### config.mk
export PLATFORM = sky130hd
export DESIGN_NAME = tsm_frame_sync
export DESIGN_NICKNAME = d
export VERILOG_FILES = /design/src/verilog/tsm_pkg.sv /design/src/verilog/tsm_frame_sync.sv /design/src/verilog/tsm_skid_buf.sv
export SDC_FILE = /design/constraint.sdc
export NUM_CORES = 1
export LEC_CHECK = 0
export ABC_AREA = 1
export BUFFER_PORTS_ARGS = -buffer_cell sky130_fd_sc_hd__buf_2
export CORE_UTILIZATION = 61
export CTS_CLUSTER_SIZE = 10
export DETAILED_ROUTE_END_ITERATION = 10
export MAX_ROUTING_LAYER = met4
export PLACE_DENSITY = 0.9
export SETUP_SLACK_MARGIN = 0.5
export SYNTH_ARGS = -nofsm -noshare
export SYNTH_HDL_FRONTEND = slang
export SYNTH_SLANG_ARGS = --single-unit
### constraint.sdc
create_clock -name clk_sys_i -period 4.2 [get_ports clk_sys_i]
set_input_delay 0.42 -clock clk_sys_i [delete_from_list [all_inputs] [get_ports clk_sys_i]]
set_output_delay 0.42 -clock clk_sys_i [all_outputs]
set_load 0.01 [all_outputs]
### src/verilog/tsm_pkg.sv
package tsm_pkg;

   ////////////////////////////////////////////////////////////////////////////
   // Frame geometry: one F-bit plus 24 channels of 8 bits per frame.
   localparam logic [7:0]  FRAME_LAST    = 8'hC0;  // Last bit index, 192.
   localparam logic [7:0]  FRAME_BITS    = 8'hC1;  // Bits per frame, 193.
   localparam logic [7:0]  ONE_BIT       = 8'h01;  // Offset of channel bits.
   localparam logic [2:0]  BIT_LAST      = 3'h7;   // Bit 8 of a channel.
   localparam logic [6:0]  SLC_LAST_FRM  = 7'h47;  // Frame 72, zero based.
   localparam logic [6:0]  SF_LAST_FRM   = 7'h0B;  // Frame 12, zero based.
   localparam logic [3:0]  SUB_LAST      = 4'hB;   // Superframe position 12.

   ////////////////////////////////////////////////////////////////////////////
   // Alignment patterns, oldest F-bit in the most significant place.
   localparam logic [23:0] SLC_PAT       = 24'h237237;
   localparam logic [11:0] SF_PAT        = 12'h8DC;
   localparam logic [6:0]  SLC_FILL      = 7'h17;  // F-bits needed first.
   localparam logic [6:0]  SF_FILL       = 7'h0B;
   localparam logic [6:0]  SLC_SRCH_LIM  = 7'h5F;  // Tries before a slip.
   localparam logic [6:0]  SF_SRCH_LIM   = 7'h17;
   localparam logic [6:0]  SLC_MATCH_FRM = 7'h15;  // Frame 22 on a match.
   localparam logic [3:0]  SLC_MATCH_SUB = 4'h9;
   localparam logic [1:0]  SLC_MATCH_SIG = 2'h3;   // Next robbed is D.
   localparam logic [6:0]  SF_MATCH_FRM  = 7'h0B;  // Frame 12 on a match.
   localparam logic [3:0]  SF_MATCH_SUB  = 4'hB;
   localparam logic [1:0]  SF_MATCH_SIG  = 2'h0;   // Next robbed is A.

   ////////////////////////////////////////////////////////////////////////////
   // Positions inside the 72-frame multiframe, the superframe and the severe window, zero based.
   localparam logic [6:0]  FS_CHK_LAST   = 7'h15;  // Frame 22.
   localparam logic [6:0]  OH_FIRST      = 7'h17;  // Frame 24.
   localparam logic [6:0]  OH_LAST       = 7'h45;  // Frame 70.
   localparam logic [3:0]  ROB_SUB_A     = 4'h5;   // Frames 6 and 12.
   localparam logic [3:0]  ROB_SUB_B     = 4'hB;
   localparam logic [2:0]  SEV_WIN_LAST  = 3'h5;   // Six-frame window.
   localparam logic [1:0]  SEV_ONE       = 2'h1;

   ////////////////////////////////////////////////////////////////////////////
   // Indication vector layout and the channel word width.
   localparam int          IND_W         = 5;
   localparam int          IND_MFB       = 0;
   localparam int          IND_SEV       = 1;
   localparam int          IND_FBE       = 2;
   localparam int          IND_COFA      = 3;
   localparam int          IND_OOF       = 4;
   localparam int          WORD_W        = 23;

   typedef enum logic [2:0] {
      ST_SEARCH = 3'h1,
      ST_SYNC   = 3'h2,
      ST_HOLD   = 3'h4
   } tsm_state_t;

endpackage

### src/verilog/tsm_frame_sync.sv
// Contract
// - Multiframe is 72 frames of 193 bits.
// - Sync on 24-bit pattern over F-bits.
// - Frame one holds pattern's first one.
// - Out-of-frame status low while aligned.
// - Boundary indication at each multiframe start.
// - Odd-frame F-bits alternate one and zero.
// - Even frames 2-22 pattern, frame 72 zero.
// - Even frames 24-70 carry overhead bits.
// - Every sixth frame robs bit 8, ABCD.
// - Keep checking F-bits once aligned.
// - Two Ft errors per six frames: severe, in the 12-frame format only.
// - Each F-bit error flags and reports.
// - Too many errors means loss of sync.
// - Auto reframe only when enable is one.
// - Manual reframe on rising trigger edge.
// - No error reporting while out of sync.
// - Changed alignment position flags and reports.
// - Sticky indications, write one clears, masked irq.
`timescale 1ns/1ps
module tsm_frame_sync
   import tsm_pkg::*;
#(
   parameter logic [5:0] LOSS_WIN = 6'h10, // F-bits per loss window.
   parameter logic [5:0] LOSS_TH0 = 6'h02, // Errors allowed, select 0.
   parameter logic [5:0] LOSS_TH1 = 6'h03,
   parameter logic [5:0] LOSS_TH2 = 6'h04,
   parameter logic [5:0] LOSS_TH3 = 6'h06
)
(
   input  wire logic              clk_sys_i,                 // 100 MHz.
   input  wire logic              reset_i,                   // Sync, high.
   input  wire logic              rx_line_clk_i,             // Line clock pin.
   input  wire logic              rx_line_bit_i,             // Line data pin.
   input  wire logic              slc_format_i,              // 1: 72 frames.
   input  wire logic [1:0]        loss_threshold_select_i,   // Loss ratio.
   input  wire logic              auto_reframe_enable_i,     // Auto hunt.
   input  wire logic              manual_reframe_trigger_i,  // Rise: hunt.
   input  wire logic [IND_W-1:0]  ind_clear_i,               // Write-one.
   input  wire logic [IND_W-1:0]  ind_enable_i,              // Irq mask.
   output logic                   out_of_frame_status_o,     // 1: no sync.
   output logic                   multiframe_boundary_ind_o, // Sticky.
   output logic                   severe_framing_error_ind_o,// Sticky.
   output logic                   framing_bit_error_ind_o,   // Sticky.
   output logic                   alignment_change_ind_o,    // Sticky.
   output logic                   oof_change_ind_o,          // Sticky.
   output logic                   irq_o,                     // Enabled ind.
   output logic                   pm_fbit_err_o,             // Pulse.
   output logic                   pm_align_change_o,         // Pulse.
   output logic                   oh_valid_o,                // Pulse.
   output logic                   oh_bit_o,                  // Overhead bit.
   output logic [6:0]             oh_frame_o,                // Frame number.
   output logic                   word_valid_o,              // Word ready.
   input  wire logic              word_ready_i,              // Taker ready.
   output logic [WORD_W-1:0]      word_data_o,               // Channel word.
   output logic                   word_drop_o                // Lost word.
);

   ////////////////////////////////////////////////////////////////////////////
   // Line pins pass three flops; a level counts once stages two and three
   // agree, so a line bit is taken on a settled rising line clock.
   logic [2:0] lclk_sync_ff;
   logic [2:0] lbit_sync_ff;
   logic       lclk_lvl_ff;

   always_ff @(posedge clk_sys_i)
   begin
      lclk_sync_ff <= {lclk_sync_ff[1:0], rx_line_clk_i};
      lbit_sync_ff <= {lbit_sync_ff[1:0], rx_line_bit_i};
      if (reset_i)
         lclk_lvl_ff <= 1'b0;
      else if (lclk_sync_ff[1] == lclk_sync_ff[2])
         lclk_lvl_ff <= lclk_sync_ff[2];
   end

   wire bit_stb = lclk_sync_ff[1] & lclk_sync_ff[2] & ~lclk_lvl_ff;
   wire rx_bit  = lbit_sync_ff[2];

   ////////////////////////////////////////////////////////////////////////////
   // Frame state registers.
   tsm_state_t  state_ff;
   logic [7:0]  pos_ff;      // Free running bit position.
   logic [7:0]  cand_ff;     // F-bit position under test or in use.
   logic [7:0]  prev_pos_ff; // Last aligned F-bit position.
   logic        have_prev_ff;
   logic [23:0] fsh_ff;      // F-bits seen while hunting.
   logic [6:0]  srch_ff;     // F-bits tried at this candidate.
   logic [6:0]  frm_ff;      // Current frame, zero based.
   logic [3:0]  sub_ff;      // Position inside the superframe.
   logic [1:0]  sig_ff;      // Letter of the next robbed frame.
   logic [2:0]  sev_win_ff;
   logic [1:0]  sev_cnt_ff;
   logic [5:0]  lw_ff;
   logic [5:0]  ea_ff;
   logic [5:0]  eb_ff;
   logic        man_q_ff;
   logic        oof_q_ff;

   // Picks the loss threshold for the select field.
   function automatic logic [5:0] loss_thr(input logic [1:0] sel);
      case (sel)
         2'h0:    loss_thr = LOSS_TH0;
         2'h1:    loss_thr = LOSS_TH1;
         2'h2:    loss_thr = LOSS_TH2;
         default: loss_thr = LOSS_TH3;
      endcase
   endfunction

   ////////////////////////////////////////////////////////////////////////////
   // Hunt: collect F-bits at the candidate, match, or slip one bit.
   wire        in_sync   = (state_ff == ST_SYNC);
   wire        hunting   = (state_ff == ST_SEARCH);
   wire        fpos      = bit_stb & (pos_ff == cand_ff);
   wire [23:0] nxt_fsh   = {fsh_ff[22:0], rx_bit};
   wire        fill_ok   = srch_ff >= (slc_format_i ? SLC_FILL : SF_FILL);
   wire        pat_hit   = slc_format_i ? (nxt_fsh == SLC_PAT)
                                        : (nxt_fsh[11:0] == SF_PAT);
   wire        match     = hunting & fpos & fill_ok & pat_hit;
   wire        slip      = hunting & fpos & ~pat_hit &
                           (srch_ff == (slc_format_i ? SLC_SRCH_LIM
                                                     : SF_SRCH_LIM));
   wire        man_rise  = manual_reframe_trigger_i & ~man_q_ff;
   wire [7:0]  nxt_pos   = (pos_ff == FRAME_LAST) ? 8'h00 : pos_ff + ONE_BIT;
   wire [7:0]  nxt_cand  = (cand_ff == FRAME_LAST) ? 8'h00
                                                   : cand_ff + ONE_BIT;
   wire        cofa_ev   = match & have_prev_ff & (cand_ff != prev_pos_ff);

   ////////////////////////////////////////////////////////////////////////////
   // Frame counting and expected F-bits once aligned.
   wire [6:0]  last_frm  = slc_format_i ? SLC_LAST_FRM : SF_LAST_FRM;
   wire [6:0]  nxt_frm   = (frm_ff == last_frm) ? 7'h00 : frm_ff + 7'h01;
   wire [3:0]  nxt_sub   = (sub_ff == SUB_LAST) ? 4'h0 : sub_ff + 4'h1;
   wire        is_ft     = ~nxt_frm[0];
   wire        f72       = slc_format_i & (nxt_frm == SLC_LAST_FRM);
   wire        exp_bit   = f72 ? 1'b0 : SF_PAT[SUB_LAST - nxt_sub];
   wire        chk       = ~slc_format_i | is_ft | f72 |
                           (nxt_frm <= FS_CHK_LAST);
   wire        sync_f    = in_sync & fpos;
   wire        ferr      = sync_f & chk & (rx_bit != exp_bit);
   wire        ft_err    = ferr & is_ft;
   wire        robbed    = (sub_ff == ROB_SUB_A) | (sub_ff == ROB_SUB_B);
   wire        mfb_ev    = sync_f & (nxt_frm == 7'h00);
   wire        oh_ev     = sync_f & slc_format_i & nxt_frm[0] &
                           (nxt_frm >= OH_FIRST) & (nxt_frm <= OH_LAST);

   // Severe window and loss window counts.
   wire        sev_ev    = ~slc_format_i & ft_err &
                           (sev_cnt_ff == SEV_ONE);
   wire        cnt_a     = slc_format_i ? ft_err : ferr;
   wire        cnt_b     = slc_format_i & ferr & ~is_ft;
   wire [5:0]  nxt_ea    = ea_ff + {5'h00, cnt_a};
   wire [5:0]  nxt_eb    = eb_ff + {5'h00, cnt_b};
   wire [5:0]  thr       = loss_thr(loss_threshold_select_i);
   wire        loss      = sync_f & ((nxt_ea > thr) | (nxt_eb > thr));

   ////////////////////////////////////////////////////////////////////////////
   // State machine: hunt, aligned, or lost and waiting for a manual start.
   tsm_state_t nxt_state;
   always_comb
   begin
      nxt_state = state_ff;
      case (state_ff)
         ST_SEARCH: if (match) nxt_state = ST_SYNC;
         ST_SYNC:
            if (man_rise)
               nxt_state = ST_SEARCH;
            else if (loss)
               nxt_state = auto_reframe_enable_i ? ST_SEARCH
                                                 : ST_HOLD;
         ST_HOLD:   if (man_rise) nxt_state = ST_SEARCH;
         default:   nxt_state = ST_SEARCH;
      endcase
   end

   // State, edge memory and position counter; reset starts a hunt.
   always_ff @(posedge clk_sys_i)
   begin
      if (reset_i)
      begin
         state_ff <= ST_SEARCH;
         pos_ff   <= 8'h00;
         man_q_ff <= 1'b0;
         oof_q_ff <= 1'b1;
      end
      else
      begin
         state_ff <= nxt_state;
         man_q_ff <= manual_reframe_trigger_i;
         oof_q_ff <= out_of_frame_status_o;
         if (bit_stb)
            pos_ff <= nxt_pos;
      end
   end

   // Candidate position, hunt shift register and retry count.
   always_ff @(posedge clk_sys_i)
   begin
      if (reset_i || (nxt_state == ST_SEARCH && !hunting) ||
          (hunting && man_rise) || slip)
      begin
         srch_ff <= 7'h00;
         fsh_ff  <= 24'h000000;
         if (slip)
            cand_ff <= nxt_cand;
         else if (reset_i)
            cand_ff <= 8'h00;
      end
      else if (hunting && fpos)
      begin
         srch_ff <= srch_ff + 7'h01;
         fsh_ff  <= nxt_fsh;
      end
   end

   // Previous alignment memory for change detection.
   always_ff @(posedge clk_sys_i)
   begin
      if (reset_i)
         have_prev_ff <= 1'b0;
      else if (match)
         have_prev_ff <= 1'b1;
      if (match)
         prev_pos_ff <= cand_ff;
   end

   // Frame, superframe and robbed-letter counters; a match names frame 22
   // (or 12 in the superframe format) so frame 1 holds the first one.
   always_ff @(posedge clk_sys_i)
   begin
      if (match)
      begin
         frm_ff <= slc_format_i ? SLC_MATCH_FRM : SF_MATCH_FRM;
         sub_ff <= slc_format_i ? SLC_MATCH_SUB : SF_MATCH_SUB;
         sig_ff <= slc_format_i ? SLC_MATCH_SIG : SF_MATCH_SIG;
      end
      else if (sync_f)
      begin
         frm_ff <= nxt_frm;
         sub_ff <= nxt_sub;
         sig_ff <= (nxt_frm == 7'h00) ? 2'h0 : sig_ff + {1'b0, robbed};
      end
   end

   // Error windows restart at every alignment.
   always_ff @(posedge clk_sys_i)
   begin
      if (reset_i || match)
      begin
         sev_win_ff <= 3'h0;
         sev_cnt_ff <= 2'h0;
         lw_ff      <= 6'h00;
         ea_ff      <= 6'h00;
         eb_ff      <= 6'h00;
      end
      else if (sync_f)
      begin
         sev_win_ff <= (sev_win_ff == SEV_WIN_LAST) ? 3'h0 : sev_win_ff + 3'h1;
         sev_cnt_ff <= (sev_win_ff == SEV_WIN_LAST) ? 2'h0 :
                       (ft_err && sev_cnt_ff != 2'h3) ? sev_cnt_ff + 2'h1
                                                      : sev_cnt_ff;
         lw_ff      <= (lw_ff == LOSS_WIN - 6'h01) ? 6'h00 : lw_ff + 6'h01;
         ea_ff      <= (lw_ff == LOSS_WIN - 6'h01) ? 6'h00 : nxt_ea;
         eb_ff      <= (lw_ff == LOSS_WIN - 6'h01) ? 6'h00 : nxt_eb;
      end
   end

   ////////////////////////////////////////////////////////////////////////////
   // Sticky indications: a set in the clearing cycle wins.
   logic [IND_W-1:0] ind_ff;
   logic             pm_fbit_err_ff;
   logic             pm_cofa_ff;
   wire              oof_now = (state_ff != ST_SYNC);
   wire [IND_W-1:0]  ind_set = {oof_now != oof_q_ff, cofa_ev,
                                ferr, sev_ev, mfb_ev};
   wire [IND_W-1:0]  ind_src = {ind_set[IND_OOF], cofa_ev, ind_set[IND_FBE],
                                ind_set[IND_SEV], ind_set[IND_MFB]};

   always_ff @(posedge clk_sys_i)
   begin
      if (reset_i)
      begin
         ind_ff         <= '0;
         pm_fbit_err_ff <= 1'b0;
         pm_cofa_ff     <= 1'b0;
      end
      else
      begin
         ind_ff         <= (ind_ff & ~ind_clear_i) | ind_src;
         pm_fbit_err_ff <= ferr;
         pm_cofa_ff     <= cofa_ev;
      end
   end

   assign out_of_frame_status_o      = oof_now;
   assign multiframe_boundary_ind_o  = ind_ff[IND_MFB];
   assign severe_framing_error_ind_o = ind_ff[IND_SEV];
   assign framing_bit_error_ind_o    = ind_ff[IND_FBE];
   assign alignment_change_ind_o     = ind_ff[IND_COFA];
   assign oof_change_ind_o           = ind_ff[IND_OOF];
   assign irq_o                      = |(ind_ff & ind_enable_i);
   assign pm_fbit_err_o              = pm_fbit_err_ff;
   assign pm_align_change_o          = pm_cofa_ff;

   ////////////////////////////////////////////////////////////////////////////
   // Overhead F-bits and channel words; bit 8 of a robbed frame is tagged.
   logic             oh_valid_ff;
   logic             oh_bit_ff;
   logic [6:0]       oh_frame_ff;
   logic [6:0]       wsh_ff;
   logic             push_ff;
   logic [WORD_W-1:0] push_word_ff;
   logic             drop_ff;
   logic             buf_ready;
   wire [7:0]        rel  = (pos_ff >= cand_ff) ? pos_ff - cand_ff
                                                : pos_ff + FRAME_BITS - cand_ff;
   wire [7:0]        rel1 = rel - ONE_BIT;
   wire              dstb = bit_stb & in_sync & (pos_ff != cand_ff);
   wire              wend = dstb & (rel1[2:0] == BIT_LAST);

   always_ff @(posedge clk_sys_i)
   begin
      if (reset_i)
      begin
         oh_valid_ff <= 1'b0;
         push_ff     <= 1'b0;
         drop_ff     <= 1'b0;
      end
      else
      begin
         oh_valid_ff <= oh_ev;
         push_ff     <= wend;
         drop_ff     <= push_ff & ~buf_ready;
      end
      if (oh_ev)
      begin
         oh_bit_ff   <= rx_bit;
         oh_frame_ff <= nxt_frm + 7'h01;
      end
      if (dstb)
         wsh_ff <= {wsh_ff[5:0], rx_bit};
      if (wend)
         push_word_ff <= {frm_ff, rel1[7:3], robbed, sig_ff,
                          wsh_ff, rx_bit};
   end

   assign oh_valid_o  = oh_valid_ff;
   assign oh_bit_o    = oh_bit_ff;
   assign oh_frame_o  = oh_frame_ff;
   assign word_drop_o = drop_ff;

   tsm_skid_buf #(.W(WORD_W)) u_buf
   (
      .clk_sys_i   (clk_sys_i),
      .reset_i     (reset_i),
      .in_valid_i  (push_ff),
      .in_ready_o  (buf_ready),
      .in_data_i   (push_word_ff),
      .out_valid_o (word_valid_o),
      .out_ready_i (word_ready_i),
      .out_data_o  (word_data_o)
   );
endmodule

### src/verilog/tsm_skid_buf.sv
`timescale 1ns/1ps
module tsm_skid_buf
#(
   parameter int W = 8
)
(
   input  wire logic         clk_sys_i,  // System clock.
   input  wire logic         reset_i,    // Synchronous reset.
   input  wire logic         in_valid_i, // Word offered.
   output logic              in_ready_o, // Space for a word.
   input  wire logic [W-1:0] in_data_i,  // Word in.
   output logic              out_valid_o,// Word available.
   input  wire logic         out_ready_i,// Receiver takes it.
   output logic [W-1:0]      out_data_o  // Oldest word, from a flop.
);

   logic [W-1:0] head_ff;
   logic [W-1:0] tail_ff;
   logic [1:0]   cnt_ff;
   wire          push = in_valid_i & in_ready_o;
   wire          pop  = out_valid_o & out_ready_i;

   // Two entries: the head always feeds the output directly.
   assign in_ready_o  = (cnt_ff != 2'h2);
   assign out_valid_o = (cnt_ff != 2'h0);
   assign out_data_o  = head_ff;

   // Occupancy follows pushes and pops.
   always_ff @(posedge clk_sys_i)
   begin
      if (reset_i)
         cnt_ff <= 2'h0;
      else
         cnt_ff <= cnt_ff + {1'b0, push} - {1'b0, pop};
   end

   // Head loads from the tail or the input, tail holds the second word.
   always_ff @(posedge clk_sys_i)
   begin
      if (pop && cnt_ff == 2'h2)
         head_ff <= tail_ff;
      else if (push && (cnt_ff == 2'h0 || (pop && cnt_ff == 2'h1)))
         head_ff <= in_data_i;
      if (push && (cnt_ff == 2'h2 || (cnt_ff == 2'h1 && !pop)))
         tail_ff <= in_data_i;
      else if (push && pop && cnt_ff == 2'h2)
         tail_ff <= in_data_i;
   end

endmodule

== Yosys cells after proc, flatten, opt, wreduce, memory -nomap -nowiden ==
Memory sizes are Yosys's and may differ from the RTL's.
Cells that the tools add are included.
Storage, ports and cells
  bits in registers: 199
  latch bits: 0
  bits in writable memories: 0
  bits in read-only memories: 16
  bits of input ports: 20
  logic and storage cells: 210
  memories: 1
Memories
  (name not given): words 16, width 1, rd ports 1, clocked after memory_dff 0, write ports 0, line tsm_frame_sync.sv:135  | wire exp_bit = f72 ? 1'b0 : SF_PAT[SUB_LAST - nxt_sub];
Operators by class
  add/sub/neg operators: 19
  multiply operators: 0
  divide/modulo/power cells: 0
  order comparisons: 8
  equality and inequality tests: 30
  shift-type cells: 0
  multiplexer cells: 41
  bitwise logic cells: 47
  reductions and logical operators: 31
Operators by type and width (count)
  $mux 23: 4
  $mux 8: 5
  $mux 7: 5
  $and 1x1->1: 32
  $eq 24x22->1 const B: 1
  $add 7x1->7 const B: 3
  $mux 3: 6
  $mux 6: 3
  $pmux 3 s3: 2
  $add 8x1->8 const B: 2
  $eq 8x8->1 const B: 2
  $ne 8x8->1: 2
  $sub 8x8->8: 2
  $eq 7x7->1: 2
  $mux 2: 7
  $add 6x1->6: 2
  $eq 12x12->1 const B: 1
  $gt 6x6->1: 2
  $mux 4: 3
  $reduce_bool 2->1: 6
  $logic_and 1x1->1: 11
  $and 5x5->5: 2
  $mux 5: 2
  $eq 3x3->1 const B: 3
  39 further kinds: 66

== Depth between registers and ports, before layout ==
  depth in word-level cells: 24
  depth in mapped cells: 30
  gate-level depth less buffers: 29

== Modules after synthesis ==
Synthesis repeated with hierarchy kept, for this count alone.
Unflattened totals
  cells, all modules: 1066
  area, all modules: 9873.2 µm²
Modules (own cells, without submodules)
  tsm_frame_sync: instances 1, cells each 916, area each 7980.2 µm², sequential area each 3693.5 µm²
  tsm_skid_buf: instances 1, cells each 150, area each 1893.1 µm², sequential area each 1421.4 µm²

== Worst setup path after synthesis ==
Ideal clock, no wire load.
  path type: flip-flop to flip-flop
  from: register cand_ff[5]
  to: register srch_ff[1]
  arrival time: 3.813 ns
  data required time: 4.141 ns
  path slack: 0.329 ns
  stages on the path, launching flop included: 25
  buffers on the path: 1
  clock period less this slack: 3.871 ns
  cell sequence: edfxtp_1 > inv_1 > ha_1 > nand2_1 > nor3_1 > nand2_1 > nor2_1 > nand2_1 > nor2_2 > inv_1 > nor2_1 > ha_1 > ha_1 > ha_1 > a21oi_1 > nor2_1 > o21ai_0 > nand2_1 > nor3_1 > nand2_1 > nand3_1 > nand2_1 > a211oi_2 > buf_2 > and2_1
On the way
  longest elaborated chain between the ends: 19
Ends and longest elaborated chain
  start, declared: line tsm_frame_sync.sv:83  | logic [7:0] cand_ff;
  start signal, assigned: line tsm_frame_sync.sv:204  | cand_ff <= nxt_cand;
  $eq 8x8->1 *: line tsm_frame_sync.sv:113  | wire fpos = bit_stb & (pos_ff == cand_ff);
  $and 1x1->1 *: line tsm_frame_sync.sv:113
  $and 1x1->1: line tsm_frame_sync.sv:138  | wire sync_f = in_sync & fpos;
  $and 1x1->1 (2 in series): line tsm_frame_sync.sv:139  | wire ferr = sync_f & chk & (rx_bit != exp_bit);
  $and 1x1->1, on equally long branches: line tsm_frame_sync.sv:140, tsm_frame_sync.sv:150
  $mux 1 / $and 1x1->1 (equally long branches): line tsm_frame_sync.sv:149, tsm_frame_sync.sv:150
  $add 6x1->6, on equally long branches: line tsm_frame_sync.sv:151, tsm_frame_sync.sv:152
  $gt 6x6->1: line tsm_frame_sync.sv:154  | wire loss = sync_f & ((nxt_ea > thr) | (nxt_eb > thr));
  $or 1x1->1: line tsm_frame_sync.sv:154
  $and 1x1->1: line tsm_frame_sync.sv:154
  $mux 3: line tsm_frame_sync.sv:167  | else if (loss)
  $mux 3: line tsm_frame_sync.sv:165  | if (man_rise)
  $pmux 3 s3: line tsm_frame_sync.sv:162  | case (state_ff)
  $eq 3x1->1: line tsm_frame_sync.sv:198  | if (reset_i || (nxt_state == ST_SEARCH && !hunting) ||
  $logic_and 1x1->1: line tsm_frame_sync.sv:198
  $logic_or 1x1->1 (2 in series): line tsm_frame_sync.sv:198
  $logic_or 1x1->1: line tsm_frame_sync.sv:199  | (hunting && man_rise) || slip)
  end signal, assigned: line tsm_frame_sync.sv:210  | srch_ff <= srch_ff + 7'h01;
  end, declared: line tsm_frame_sync.sv:87  | logic [6:0] srch_ff;
Every way passes the cells marked *; elsewhere a longest branch is shown, timed or not.
A chain may end at the register's enable or synchronous reset.

== Worst setup path after layout ==
  from: register frm_ff[3]
  to: register srch_ff[2]
On the way
  longest elaborated chain between the ends: 22
Ends and longest elaborated chain
  start, declared: line tsm_frame_sync.sv:88  | logic [6:0] frm_ff;
  start signal, assigned: line tsm_frame_sync.sv:232  | frm_ff <= slc_format_i ? SLC_MATCH_FRM : SF_MATCH_FRM;
  start signal, assigned: line tsm_frame_sync.sv:238  | frm_ff <= nxt_frm;
  $add 7x1->7 / $eq 7x7->1 (equally long branches): line tsm_frame_sync.sv:131  | wire [6:0] nxt_frm = (frm_ff == last_frm) ? 7'h00 : frm_ff + 7'h01;
  $mux 7 *: line tsm_frame_sync.sv:131
  branches (longest 10 deep; another with $le 7x5->1)
  $or 1x1->1 *: line tsm_frame_sync.sv:154
  $and 1x1->1 *: line tsm_frame_sync.sv:154
  $mux 3 *: line tsm_frame_sync.sv:167
  $mux 3 *: line tsm_frame_sync.sv:165
  $pmux 3 s3 *: line tsm_frame_sync.sv:162
  $eq 3x1->1 *: line tsm_frame_sync.sv:198
  $logic_and 1x1->1 *: line tsm_frame_sync.sv:198
  $logic_or 1x1->1 * (2 in series): line tsm_frame_sync.sv:198
  $logic_or 1x1->1 *: line tsm_frame_sync.sv:199
Every way passes the cells marked *.

==> results.txt <==
----------------------------------------------------
[Routing]
  DR top layer ... met4
  M1 wire length ... 8980 µm
  First-pass DRT Iterations ... 6
  Drt wl/cell ... 16.9 µm
  Antenna Nets Post-Route ... 0
  Iter 0 DRT Violations ... 714
  Routed vias/inst ... 5.71
  Overall routed net length ... 23000 µm
  DRC violations left ... 0
  Length of routed met3 wiring ... 1430 µm
  Via count ... 7752
  Wire length on met2 ... 11800 µm

[Critical path]
  Required time of the critical path ... 4.58 ns
  Minimum setup slack among reg-to-reg paths ... -0.09 ns
  Crit start category ... register
  FF-to-FF path depth ... 28
  Slowest library cell on the worst path ... edfxtp_1
  Worst flop-to-flop path endpoint ... srch_ff[2]$_SDFFE_PP0P_
  Source of the worst register-to-register timing path ... frm_ff[3]$_DFFE_PP_
  Startpoint-to-endpoint class of the critical path ... reg2reg
  Data arrival time of the critical path ... 4.68 ns
  Highest net fanout along the worst path ... 8
  Nature of the critical path endpoint ... register
  Largest stage delay on the critical path ... 0.50 ns
  Most frequent cell on the critical path ... nand2_1

[GRT]
  Global-route wire length before repair ... 34400 µm
  Number of antenna violations at the first check in global routing ... 0
  Vias in the first global route ... 7341
  Global-route usage over all layers ... 27.7%
  Largest net degree at the start of global routing ... 29
  Remaining global-route overflow ... 0

[Layout]
  Share of cells above drive strength 1 ... 21.5%
  Final Net Count ... 1203
  Final design instance area without fill ... 11600 µm²
  Post-route non-filler standard cell count ... 1357
  Relative area change from synthesis to final layout ... 18.0%
  Number of diodes ... 0
  Fillers ... 1010

[Logic synthesis]
  Post-synth EDFFs ... 113
  FF+latch count, synth ... 199
  Top cell types by occurrence after synthesis ... inv_1 (135), nor2_1 (135), nand2_1 (130)
  Share of flip-flops with an asynchronous set or reset after synthesis ... 0%
  Top cell type by total area after synthesis ... edfxtp_1
  Share of the synthesized area in the top cell type ... 34.5%
  Post-synthesis instance area ... 9830 µm²
  Synth Area per Inst ... 9.67 µm²
  Share of synthesized area occupied by flip-flops and latches ... 52.0%
  Number of different library cells in the post-synthesis netlist ... 55
  Biggest area contributors in the synthesized netlist ... edfxtp_1 (35%), dfxtp_1 (18%), ha_1 (6.2%)
  Prevailing post-synth register cell ... edfxtp_1
  Post-synthesis instance total ... 1016
  Yosys Warn Count ... 0
  Syn Nets ... 1091

[STA]
  Final period util ... 102%
  Setup tns final ... -2.34 ns
  Worst clock skew ... 0.0162 ns
  Final max-slew violation count ... 0
  Final worst setup slack ... -0.0935 ns
  Remaining max-slew budget at the tightest pin ... 23.5%
  Highest Clock Rate ... 233 MHz
  Transition at the pin with the smallest max-transition slack ... 1.15 ns
  Clock period minus worst slack ... 4.29 ns
  Final hold violations ... 0
  Unrepaired setup endpoints after global routing ... yes
  Count of endpoints failing setup in the final report ... 30

[Placement]
  Placement-stage cell area ... 10600 µm²
  Instance count after placement with tap cells included ... 1296
  Number of input and output port buffers inserted ... 62
  Weighted congestion reported at the end of routability-driven placement ... 0.931
  Detailed placer's ending HPWL ... 14300 µm

[Min path]
  Number of cells on the worst hold path ... 1
  Hold path startpoint ... rx_line_bit_i
  Hold Path Sink ... lbit_sync_ff[0]$_DFF_P_
  Kind of path behind the tightest hold check ... in2reg

[Clock network]
  Number of CTS-inserted buffers ... 17
  Clock tree buffer depth ... 2
  Worst-Skew Late Latency ... 0.44 ns
  TritonCTS clock tree ... built
  Clock sink count ... 199
  Root Driver ... clkbuf_16
  H-tree depth reported by CTS ... 4
  Clock input transition at the sequential cells of the worst setup and hold paths ... 0.07 ns
  Number of hold buffers added after CTS ... 0

[Status]
  Violated checks ... setup timing
  Result of the run ... finished with violations

[Power]
  Power dissipated by switching net loads ... 0.894 mW
  Portion of total power attributed to the clock network ... 39.6%
  Pleak ... 4.68 nW
  Power Total ... 3.89 mW
  Proportion of total power due to net switching ... 23.0%
  Total power per unit cell area ... 335 nW/µm²
  Proportion of power drawn by combinational gates ... 6.7%
  Relative contribution of sequential cells to total power ... 53.7%
  Worst voltage drop across the vdd grid ... 0.312 mV
  Internal cell power ... 2.99 mW

[Floorplan]
  Starting utilization of the core area ... 62.1%
  Number of top-level pins ... 63
  Cell Rows ... 46
  Die height ... 129 µm
  Die width ... 129 µm
  Area of the die ... 16600 µm²
  Placeable core region ... 15800 µm²

[Flow run]
  Max Cap Viol ... 0

----------------------------------------------------
## stage by stage
stage / worst slack (ns) / hold WS (ns) / utilization [%]
5_1_grt: -0.271 / 0.0695 / 73.3
6_report: -0.0935 / 0.0824 / 73.3
3_3_place_gp: 0.157 / 0.309 / 67.1
3_5_place_dp: 0.0165 / 0.313 / 67.1
2_1_floorplan: 0.505 / 0.310 / -
4_1_cts: 0.212 / 0.0669 / 72.1
## power by group through the flow
stage | logic [mW] | clock network, mW | registers (mW)
after floorplan | 0.141 | 0 | 2.14
after global placement | 0.216 | 0 | 2.13
after detailed placement | 0.225 | 0 | 2.13
after CTS | 0.243 | 1.55 | 2.09
after global routing | 0.284 | 1.63 | 2.09
final | 0.259 | 1.54 | 2.09
## cell type report
class / instances / area (µm²) / area share [%]
clock buffers: 22 / 477 / 4.11
clock inverters: 10 / 68.8 / 0.593
inverters: 144 / 544 / 4.69
multi-input cells: 658 / 4380 / 37.8
flip-flops and latches: 199 / 5120 / 44.1
well taps: 216 / 270 / 2.33
repair buffers: 108 / 734 / 6.33
## kinds of logic (layout without fill, tap and decap cells)
family          after synthesis  in the layout  synth area share [%]
simple gates                412            412                  19.6
buf+inv                     159            284                  6.28
flops                       199            199                  52.0
fa+ha+maj                    55             55                  7.46
xor+xnor                     47             47                  4.19
compound gates              121            121                  7.80
mux                          23             23                  2.64
## critical path, delay by kind of cell, from the launching register on
kind / cells / cell delay (ns)
and+or+nand+nor: 17 / 1.76
adders and majority gates: 3 / 0.65
buffers and inverters: 5 / 0.73
AOI/OAI and AO/OA: 3 / 0.58
DFF: 1 / 0.50
## flip-flops by register name, indices dropped and copies added, names as in the netlist, 7 cells and up
| name | cells |
|---|---|
| oh_frame_o | 7 |
| push_word_ff | 23 |
| cand_ff | 8 |
| frm_ff | 7 |
| fsh_ff | 23 |
| u_buf.out_data_o | 23 |
| wsh_ff | 7 |
| srch_ff | 7 |
| prev_pos_ff | 8 |
| u_buf.tail_ff | 23 |
| pos_ff | 8 |
## metal layers
| layer | vias to the layer above | GRT usage, % |
|---|---|---|
| li1 | 3638 | - |
| met1 | 3670 | 31.7 |
| met3 | 90 | 5.32 |
| met2 | 354 | 46.8 |
| met4 | 0 | 13.1 |
| met5 | - | - |
## worst max-delay path by stage
| stage | start | to | slack [ns] | cells after the start |
|---|---|---|---|---|
| CTS | frm_ff[0]$_SDFFCE_PP1P_ | srch_ff[5]$_SDFFE_PP0P_ | 0.21 | 29 |
| global route | frm_ff[3]$_DFFE_PP_ | fsh_ff[21]$_SDFFE_PP0P_ | -0.27 | 28 |
| floorplan | cand_ff[5]$_SDFFCE_PP0P_ | srch_ff[1]$_SDFFE_PP0P_ | 0.50 | 25 |
| detailed placement | cand_ff[2]$_SDFFCE_PP0P_ | fsh_ff[5]$_SDFFE_PP0P_ | 0.02 | 25 |
| finish | frm_ff[3]$_DFFE_PP_ | srch_ff[2]$_SDFFE_PP0P_ | -0.09 | 28 |
| global placement | pos_ff[1]$_SDFFE_PP0P_ | srch_ff[1]$_SDFFE_PP0P_ | 0.16 | 25 |
## timing repair
item | in CTS | in global routing
endpoints found under the hold margin | 0 | 0
setup endpoints to repair | 33 | 33
gates cloned | 1 | 2
resized for setup | 17 | 16
pin swaps | 12 | 13
setup buffers | 18 | 8
## cells in the final DEF (no fill, tap or decap), drive strengths merged
| cell type | count |
|---|---|
| nand2 | 141 |
| o21bai | 1 |
| o211a | 2 |
| edfxtp | 113 |
| nor3b | 4 |
| dfxtp | 86 |
| buf | 106 |
| o21ai | 33 |
| and2 | 7 |
| nand3b | 1 |
| nand3 | 47 |
| a21oi | 31 |
| a22oi | 13 |
| nor3 | 32 |
| a21o | 1 |
| and3 | 1 |
| nand4 | 22 |
| a41oi | 1 |
| mux2 | 23 |
| a31o | 1 |
| xnor2 | 15 |
| nor4 | 12 |
| clkbuf | 24 |
| clkinv | 6 |
| o211ai | 1 |
| a221oi | 2 |
| xor2 | 32 |
| inv | 148 |
| ha | 49 |
| o21ba | 1 |
| o22ai | 1 |
| o31ai | 1 |
| fa | 6 |
| o21a | 24 |
| a31oi | 1 |
| or2 | 1 |
| nor2 | 144 |
| a211oi | 7 |
Power figures use the tool's default switching activity.
